**config.mk**
```make
export PLATFORM = sky130hd
export DESIGN_NAME = pasd_top
export DESIGN_NICKNAME = d
export VERILOG_FILES = /design/src/rtl/pasd_pkg.sv /design/src/rtl/pasd_derive.sv /design/src/rtl/pasd_top.sv
export VERILOG_INCLUDE_DIRS = /design/src /design/src/rtl
export SDC_FILE = /design/constraint.sdc
export NUM_CORES = 1
export LEC_CHECK = 0
export ABC_AREA = 1
export CORE_MARGIN = 2
export CORE_UTILIZATION = 40
export DETAILED_ROUTE_END_ITERATION = 12
export DONT_BUFFER_PORTS = 1
export GPL_TIMING_DRIVEN = 0
export PLACE_DENSITY = 0.62
export SYNTH_ARGS = -nofsm -noshare
export SYNTH_HDL_FRONTEND = slang
export SYNTH_SLANG_ARGS = --single-unit
```
**constraint.sdc**
```tcl
create_clock -name clk_in -period 1.78 [get_ports clk_in]
set_input_delay 0.178 -clock clk_in [delete_from_list [all_inputs] [get_ports clk_in]]
set_output_delay 0.178 -clock clk_in [all_outputs]
set_load 0.03 [all_outputs]
```
**src/rtl/pasd_defines.svh**
```systemverilog
// Purpose: constants for the port A strap default block
// Assumes: included by bare name from rtl/
// Notes: definitions only
`ifndef PASD_DEFINES_SVH
`define PASD_DEFINES_SVH

// strap values used when the pin is left to its internal resistor
`define PASD_RST_FIBER 1'h0
`define PASD_RST_AUTONEG 1'h1
`define PASD_RST_SPEED 1'h1
`define PASD_RST_DUPLEX 1'h1
`define PASD_RST_BACKPRESSURE 1'h1
`define PASD_RST_FDX_PAUSE 1'h1
`define PASD_RST_FORCED_PAUSE 1'h0

// cycles the pin synchronisers need before a capture is trusted
`define PASD_SETTLE_CYC 2'h2

// phy mode codes used by the derivation
`define PASD_MODE_ALL_CAPABLE 3'h7
`define PASD_MODE_FIBER 3'h0

// register byte offsets
`define PASD_ADDR_LATCHED 8'h00
`define PASD_ADDR_ACTIVE 8'h04
`define PASD_ADDR_BASE_CTRL 8'h08
`define PASD_ADDR_ADVERTISE 8'h0C
`define PASD_ADDR_OP_MODES 8'h10
`define PASD_ADDR_PORT_ONE 8'h14
`define PASD_ADDR_CONTROL 8'h18
`define PASD_ADDR_STATUS 8'h1C

// control register fields
`define PASD_CTL_FREEZE_BIT 0
`define PASD_CTL_RESTORE_BIT 1
`define PASD_CTL_RST 1'h0

`endif

```
**src/rtl/pasd_pkg.sv**
```systemverilog
// Purpose: types shared by the port A strap default block
// Assumes: nothing
// Notes: strap and default bundles are packed structs
`default_nettype none
package pasd_pkg;

   typedef struct packed {
      logic phy_fiber_mode_strap;
      logic phy_autoneg_default_strap;
      logic phy_rate_default_strap;
      logic phy_fdx_default_strap;
      logic port_one_backpressure_default_strap;
      logic port_one_fdx_pause_default_strap;
      logic port_one_forced_pause_default_strap;
   } pasd_straps_s;

   typedef struct packed {
      logic phy_autoneg_enable_bit;
      logic phy_rate_select_low_bit;
      logic phy_fdx_bit;
      logic phy_adv_10_fdx_bit;
      logic phy_adv_10_hdx_bit;
      logic phy_asym_pause_bit;
      logic phy_sym_pause_bit;
      logic [2:0] phy_mode_field;
      logic port_one_backpressure_bit;
      logic port_one_tx_pause_enable_bit;
      logic port_one_rx_pause_enable_bit;
      logic port_one_forced_pause_select;
   } pasd_dflt_s;

   typedef enum logic [2:0] {
      PASD_SETTLE = 3'h1,
      PASD_CAPTURE = 3'h2,
      PASD_RUN = 3'h4
   } pasd_state_e;

   typedef struct packed {
      pasd_straps_s pin_meta;
      pasd_straps_s pin_sync;
      pasd_state_e state;
      logic [1:0] settle;
      pasd_straps_s latched;
      pasd_straps_s active;
      logic captured;
      logic freeze;
      pasd_dflt_s dflt;
      logic [31:0] rdata;
   } pasd_regs_s;

endpackage : pasd_pkg
`default_nettype wire

```
**src/rtl/pasd_derive.sv**
```systemverilog
// Purpose: maps strap values to phy and port one register defaults
// Assumes: purely combinational, registered by the caller
// Notes: mode codes are parameters so the mapping can be retargeted
`default_nettype none
`include "pasd_defines.svh"
module pasd_derive #(
   parameter logic [2:0] MODE_ALL = `PASD_MODE_ALL_CAPABLE,
   parameter logic [2:0] MODE_FX = `PASD_MODE_FIBER
) (
   input wire pasd_pkg::pasd_straps_s straps_in, // effective straps
   output pasd_pkg::pasd_dflt_s dflt_out // derived defaults
);
   import pasd_pkg::*;

   logic an;
   logic fx;

   assign fx = straps_in.phy_fiber_mode_strap;
   // fiber mode masks autoneg, speed and the phy pause adverts, not the port one pause bits
   assign an = straps_in.phy_autoneg_default_strap & ~fx;

   always_comb
   begin
      dflt_out = '0;
      dflt_out.phy_autoneg_enable_bit = an;
      dflt_out.phy_rate_select_low_bit = fx | an | straps_in.phy_rate_default_strap;
      dflt_out.phy_fdx_bit = (an & ~fx) | straps_in.phy_fdx_default_strap;
      dflt_out.phy_adv_10_hdx_bit = ~fx & (an | ~straps_in.phy_rate_default_strap);
      dflt_out.phy_adv_10_fdx_bit = ~fx & (an | ~straps_in.phy_rate_default_strap)
         & straps_in.phy_fdx_default_strap;
      dflt_out.phy_asym_pause_bit = ~fx & straps_in.port_one_fdx_pause_default_strap
         & ~straps_in.port_one_forced_pause_default_strap;
      dflt_out.phy_sym_pause_bit = ~fx & ~straps_in.port_one_forced_pause_default_strap;
      if (fx)
      begin
         dflt_out.phy_mode_field = MODE_FX;
      end
      else if (an)
      begin
         dflt_out.phy_mode_field = MODE_ALL;
      end
      else
      begin
         dflt_out.phy_mode_field = {1'b0, straps_in.phy_rate_default_strap,
            straps_in.phy_fdx_default_strap};
      end
      // port one bits are configured straight from their straps
      dflt_out.port_one_backpressure_bit = straps_in.port_one_backpressure_default_strap;
      dflt_out.port_one_tx_pause_enable_bit = straps_in.port_one_fdx_pause_default_strap;
      dflt_out.port_one_rx_pause_enable_bit = straps_in.port_one_fdx_pause_default_strap;
      dflt_out.port_one_forced_pause_select = straps_in.port_one_forced_pause_default_strap;
   end

endmodule : pasd_derive
`default_nettype wire

```
**src/rtl/pasd_top.sv**
```systemverilog
// Purpose: latches port A soft straps and produces register defaults
// Assumes: eeprom loader and reset sources sit on clk_in
// Notes: register port answers reads one cycle later
//
// Our own choices: the register offsets and the plain strobed port.
`default_nettype none
`include "pasd_defines.svh"
module pasd_top (
   input wire logic clk_in, // 10 MHz clock
   input wire logic nrst_in, // async reset, active low
   input wire pasd_pkg::pasd_straps_s strap_pins_in, // strap pins, asynchronous
   input wire logic eeprom_present_in, // eeprom attached and valid
   input wire logic eeprom_load_in, // pulse: loader offers strap values
   input wire pasd_pkg::pasd_straps_s eeprom_straps_in, // loader strap values
   input wire logic digital_rst_in, // pulse: digital reset
   input wire logic eeprom_reload_in, // pulse: reload command
   input wire logic [7:0] reg_addr_in, // register byte address
   input wire logic [31:0] reg_wdata_in, // register write data
   input wire logic reg_wr_in, // write strobe
   input wire logic reg_rd_in, // read strobe
   output logic [31:0] reg_rdata_out, // read data, cycle after strobe
   output pasd_pkg::pasd_dflt_s dflt_out, // register defaults
   output logic captured_out // straps have been caught
);
   import pasd_pkg::*;

   logic [1:0] rst_sync_r;
   logic rst_n;
   pasd_regs_s st_r;
   pasd_regs_s st_nxt;
   pasd_dflt_s dflt_calc;
   logic restore_req;
   logic ctl_wr;

   // reset is released through two flops, asserted at once
   always_ff @(posedge clk_in or negedge nrst_in)
   begin
      if (!nrst_in)
      begin
         rst_sync_r <= 2'h0;
      end
      else
      begin
         rst_sync_r <= {rst_sync_r[0], 1'b1};
      end
   end
   assign rst_n = rst_sync_r[1];

   pasd_derive #(
      .MODE_ALL(`PASD_MODE_ALL_CAPABLE),
      .MODE_FX(`PASD_MODE_FIBER)
   ) u_derive (
      .straps_in(st_r.active),
      .dflt_out(dflt_calc)
   );

   function automatic logic [31:0] pasd_read(input logic [7:0] addr, input pasd_regs_s s,
      input logic present);
      logic [31:0] d;
      d = 32'h0;
      case (addr)
         `PASD_ADDR_LATCHED:
            d = {25'h0, s.latched};
         `PASD_ADDR_ACTIVE:
            d = {25'h0, s.active};
         `PASD_ADDR_BASE_CTRL:
            d = {29'h0, s.dflt.phy_autoneg_enable_bit, s.dflt.phy_rate_select_low_bit,
               s.dflt.phy_fdx_bit};
         `PASD_ADDR_ADVERTISE:
            d = {28'h0, s.dflt.phy_asym_pause_bit, s.dflt.phy_sym_pause_bit,
               s.dflt.phy_adv_10_fdx_bit, s.dflt.phy_adv_10_hdx_bit};
         `PASD_ADDR_OP_MODES:
            d = {29'h0, s.dflt.phy_mode_field};
         `PASD_ADDR_PORT_ONE:
            d = {28'h0, s.dflt.port_one_forced_pause_select, s.dflt.port_one_rx_pause_enable_bit,
               s.dflt.port_one_tx_pause_enable_bit, s.dflt.port_one_backpressure_bit};
         `PASD_ADDR_CONTROL:
            d = {31'h0, s.freeze};
         `PASD_ADDR_STATUS:
            d = {29'h0, (s.active != s.latched), present, s.captured};
         default:
            d = 32'h0;
      endcase
      return d;
   endfunction : pasd_read

   assign ctl_wr = reg_wr_in && (reg_addr_in == `PASD_ADDR_CONTROL);
   // a restore only makes sense when no eeprom will refill the values
   assign restore_req = (digital_rst_in | eeprom_reload_in
      | (ctl_wr & reg_wdata_in[`PASD_CTL_RESTORE_BIT])) & ~eeprom_present_in;

   always_comb
   begin
      st_nxt = st_r;
      st_nxt.pin_meta = strap_pins_in;
      st_nxt.pin_sync = st_r.pin_meta;
      st_nxt.dflt = dflt_calc;
      st_nxt.rdata = 32'h0;
      if (reg_rd_in)
      begin
         st_nxt.rdata = pasd_read(reg_addr_in, st_r, eeprom_present_in);
      end
      if (ctl_wr)
      begin
         st_nxt.freeze = reg_wdata_in[`PASD_CTL_FREEZE_BIT];
      end
      case (st_r.state)
         PASD_SETTLE:
         begin
            st_nxt.settle = st_r.settle + 2'h1;
            if (st_r.settle == (`PASD_SETTLE_CYC - 2'h1))
            begin
               st_nxt.state = PASD_CAPTURE;
            end
         end
         PASD_CAPTURE:
         begin
            // pins are sampled once here and never again until reset
            st_nxt.latched = st_r.pin_sync;
            st_nxt.active = st_r.pin_sync;
            st_nxt.captured = 1'b1;
            st_nxt.state = PASD_RUN;
         end
         PASD_RUN:
         begin
            // a load in the same cycle as a restore wins unless freeze is set, it is newer data
            if (eeprom_load_in && !st_r.freeze)
            begin
               st_nxt.active = eeprom_straps_in;
            end
            else if (restore_req)
            begin
               st_nxt.active = st_r.latched;
            end
         end
         default:
         begin
            st_nxt.state = PASD_SETTLE;
         end
      endcase
   end

   always_ff @(posedge clk_in or negedge rst_n)
   begin
      if (!rst_n)
      begin
         st_r.pin_meta <= {`PASD_RST_FIBER, `PASD_RST_AUTONEG, `PASD_RST_SPEED, `PASD_RST_DUPLEX,
            `PASD_RST_BACKPRESSURE, `PASD_RST_FDX_PAUSE, `PASD_RST_FORCED_PAUSE};
         st_r.pin_sync <= {`PASD_RST_FIBER, `PASD_RST_AUTONEG, `PASD_RST_SPEED, `PASD_RST_DUPLEX,
            `PASD_RST_BACKPRESSURE, `PASD_RST_FDX_PAUSE, `PASD_RST_FORCED_PAUSE};
         st_r.state <= PASD_SETTLE;
         st_r.settle <= 2'h0;
         st_r.latched <= {`PASD_RST_FIBER, `PASD_RST_AUTONEG, `PASD_RST_SPEED, `PASD_RST_DUPLEX,
            `PASD_RST_BACKPRESSURE, `PASD_RST_FDX_PAUSE, `PASD_RST_FORCED_PAUSE};
         st_r.active <= {`PASD_RST_FIBER, `PASD_RST_AUTONEG, `PASD_RST_SPEED, `PASD_RST_DUPLEX,
            `PASD_RST_BACKPRESSURE, `PASD_RST_FDX_PAUSE, `PASD_RST_FORCED_PAUSE};
         st_r.captured <= 1'b0;
         st_r.freeze <= `PASD_CTL_RST;
         st_r.dflt <= '0;
         st_r.rdata <= 32'h0;
      end
      else
      begin
         st_r <= st_nxt;
      end
   end

   assign reg_rdata_out = st_r.rdata;
   assign dflt_out = st_r.dflt;
   assign captured_out = st_r.captured;
endmodule : pasd_top
`default_nettype wire

```
# == Word level (Yosys, flattened, before mapping) ==
# Cells that the tools add are included.
# word_totals
inputBits,62
elab_cells,96
reg_bits,82
# classes
addsub,1
bitwise,20
eq_ne,14
n_reduce_logical,7
muxes,9
# ops
op,count
$pmux 7 s8,1
$eq 8x5->1 const B,4
$mux 32,1
$eq 8x4->1 const B,2
$mux 7,2
$pmux 7 s2,1
$and 1x1->1,9
$mux 3,3
$pmux 3 s3,1
$eq 8x3->1 const B,1
$logic_not 8->1,1
$ne 7x7->1,1
$or 1x1->1,6
$not 1->1,5
$reduce_and 2->1,2
$eq 3x1->1 const B,1
$eq 3x2->1 const B,1
$eq 3x3->1 const B,1
$ne 3x3->1 const B,1
$add 2x1->2 const B,1
$eq 2x1->1 const B,1
$logic_and 1x1->1,2
$ne 2x2->1 const B,1
$reduce_bool 2->1,1
$logic_not 1->1,1

# == Longest topological paths before layout ==
# logic_depth
ltp_word,8
mapped_depth,11
ltp_nobuf,11

# == Modules after synthesis ==
# A second synthesis with hierarchy kept.
# hier_totals
hier_cells,318
area_unflattened_um2,2910.3
# modules_own_cells
mod,instances,cells_each,area_each_um2
pasd_top,1,296,2795.2
pasd_derive,1,22,115.1

# == Worst setup path after synthesis ==
# No wires, ideal clock.
# synth_path
path_type,flip-flop to flip-flop
startpoint,register st_r[65] (netlist bit)
endpoint,register st_r[54] (netlist bit)
arrival_ps,1153
path_slack_ps,561
required_time_ps,1715
stages_incl_launch_ff,7
path_cell_list,dfrtp_1 -> nor3_4 -> buf_2 -> o21ai_0 -> o22ai_1 -> nand3_1 -> nand2_1
# synth_via
elab_chain_len,3
# synth_lines
element,line_no,text
from (decl),pasd_top.sv:29,pasd_regs_s st_r;
from (signal assigned),pasd_top.sv:164,st_r <= st_nxt;
$eq 3x3->1 or $eq 3x2->1 (tied branches),pasd_top.sv:107,case (st_r.state)
$ne 3x3->1 (no line) or $reduce_bool 2->1 (tied branches),n/a,
$reduce_and 2->1 (no line),n/a,
# Several ways; a longest one is shown, not always the timed one.
# A chain may end at the register's enable or synchronous reset.

# == Worst setup path in the final report ==
# Ends and elaborated chain as after synthesis.

==> run metrics <==
Worst Clk Skew=0.008689 ns; die area=7640 um2; largest net degree at the start of global routing=36; leakage=1.640 nW; sequential element share of the synthesized area=0.5130; post_cts resized=0; Post-CTS Setup Inserts=0; clock root buffer=clkbuf_8; CP max stage cell=dfrtp_1; total wire length=5120 um; Synth Warn #=0; Clock Sink Count=56; Starting DRT DRC Count=60; # IOs=109; Max rail drop VDD=556.4 uV; number of global-route vias before repair=1878; hold_ws=0.03698 ns; fmax=715.0 MHz; Skew-Pair Late Insertion Delay=0.31 ns; Distinct cells, synth=28; first-pass GRT wire length=8521 um; initial antenna violation count=0; crit-path cells=nor3_4 > buf_2 > o21ai_0 > o22ai_1 > nand3_1 > nand2_1; unrepaired setup endpoints after global routing=no; hold_buf cts=9; Initial Util=0.4119; Diodes inserted=0; clk buf depth=2; Final Setup Violations=0; vias per inst=4.457; DRC errors left=0; fillers=660; Syn Std Cell Area=2783 um2; WP data arrival=1.66 ns; MaxCap Viol Count=0; final non-filler cell total=433; layout cells sized above 1=0.2691; critical path class=reg -> reg; run status=complete, no violations; Post-DP HPWL=3936 um; RePlAce Congestion=0.7748; syn avg cell area=8.976 um2; GR Util All Layers=0.1459; routed wire length per instance=11.82 um; Power Density=827.5 nW/um2; CP max stage delay=0.44 ns; Max Slew Vio Count=0; post-route setup TNS=0 ns; TritonCTS clock tree=done; Final Hold Vio Count=0; CTS Buf Count=5; crit path max fanout=10; Setup crit start kind=flip-flop; via count=1930; min Tclk post-route=1.399 ns; DR pass1 iterations=4; critical path buffer and inverter count=1; WP data required=2.04 ns; Buffers on Ports=0; crit share post-route=0.7858; Die Span X=87.41 um; Worst-path clk slew=0.10 ns; Yosys reg bits=56; total power=2.634 mW; Worst Reg-to-Reg Cells=6; delay-heaviest family, CP=flip-flops; Die H=87.41 um; Hold Crit Depth=2; synthesized netlist cell count=310; Core Box Area=6756 um2; Stages on worst setup path=6; placed cell count=415; Hold WC Path Type=in -> reg; final antenna-violating net count=0; Syn-to-layout area delta=14.39%; Final nets=415; H-tree levels=2; total gr overflow=0; Worst setup EP type=flip-flop; # rows=30
worst paths after layout:
| kind | slack [ns] | startpoint | endpoint |
|---|---|---|---|
| worst min-delay path | 0.04 | reg_wr_in | st_r[46] |
| worst max register to register | 0.38 | st_r[65] | st_r[54] |
| min in group asynchronous | 0.07 | nrst_in | rst_sync_r[0] |
| worst min register to register | 0.22 | rst_sync_r[1] | st_r[73] |
| worst max-delay path | 0.38 | st_r[65] | st_r[54] |
| max in group asynchronous | 0.96 | rst_sync_r[1] | st_r[50] |
layer usage:
metal,GRT usage,vias to the layer above,share of wire
met5,0,-,0
met4,0.05874,0,0.012
met3,0.04550,4,0.078
met2,0.2335,62,0.47
met1,0.1835,873,0.44
li1,-,991,-
logic make-up after synthesis:
group | after synthesis | synth area share
compound gates | 36 | 0.07014
xor+xnor | 8 | 0.02518
fa+ha+maj | 1 | 0.004496
buf+inv | 82 | 0.1736
flops | 56 | 0.5130
other cells | 2 | 0.002699
simple gates | 125 | 0.2109
cells in the mapped netlist:
master,number,share of area
xor2_1,5,0.016
nand3_2,1,0.0036
o22ai_1,7,0.016
nand2_1,57,0.077
o21bai_1,1,0.0027
nand2_2,4,0.0090
a41oi_1,1,0.0031
nor3_4,1,0.0058
nand3_1,23,0.041
buf_4,46,0.12
a21oi_1,8,0.014
and3_1,1,0.0022
nand2_4,2,0.0081
nor2_4,4,0.016
buf_2,2,0.0036
conb_1,2,0.0027
dfrtp_1,35,0.31
xnor2_1,3,0.0094
dfstp_2,21,0.20
clkbuf_1,1,0.0013
nor2_2,2,0.0045
inv_2,2,0.0027
o21ai_0,19,0.034
nor2_1,26,0.035
inv_1,31,0.042
ha_1,1,0.0045
nor3_1,2,0.0036
nand4_1,2,0.0045
placed cells by master (no fill, tap or decap), drive strengths merged:
master / instances
nand3: 24
ha: 1
dfstp: 21
conb: 26
inv: 35
xor2: 5
nand4: 2
a21oi: 8
xnor2: 3
and3: 1
nor2: 32
a41oi: 1
buf: 49
dfrtp: 35
clkinv: 1
dlygate4sd3: 10
nor3: 3
o22ai: 7
o21ai: 19
clkbuf: 6
o21bai: 1
nand2: 63
registers in the layout, summed over array words and instances (netlist names):
name / count
reg_rdata_out: 7
st_nxt: 7
st_r: 27
rst_sync_r: 2
dflt_out: 12
captured_out: 1
area by class of cell:
| cell class | count | area (um2) | area share |
|---|---|---|---|
| Sequential cell | 56 | 1429 | 0.4489 |
| Timing Repair Buffer | 11 | 120.1 | 0.03774 |
| Clock buffer | 5 | 68.82 | 0.02162 |
| Buffer | 49 | 359.1 | 0.1128 |
| Clock inverter | 3 | 20.02 | 0.006289 |
| Inverter | 33 | 123.9 | 0.03892 |
| Multi-Input combinational cell | 196 | 962.2 | 0.3023 |
| Tap cell | 80 | 100.1 | 0.03145 |
metrics by stage:
step                      utilization  instance area (um2)  worst slack (ns)
after floorplan                     -                 2873            0.1422
after global placement         0.4400                 2973           -0.4078
after detailed placement       0.4431                 2994            0.4039
after CTS                      0.4696                 3173            0.3737
after global routing           0.4711                 3183            0.1831
final                          0.4711                 3183            0.3813
report_power, final:
part | switching, mW | internal (mW)
registers | 0.0776 | 1.38
clock network | 0.427 | 0.282
logic | 0.295 | 0.170
total | 0.800 | 1.83
Power figures use the tool's default switching activity.
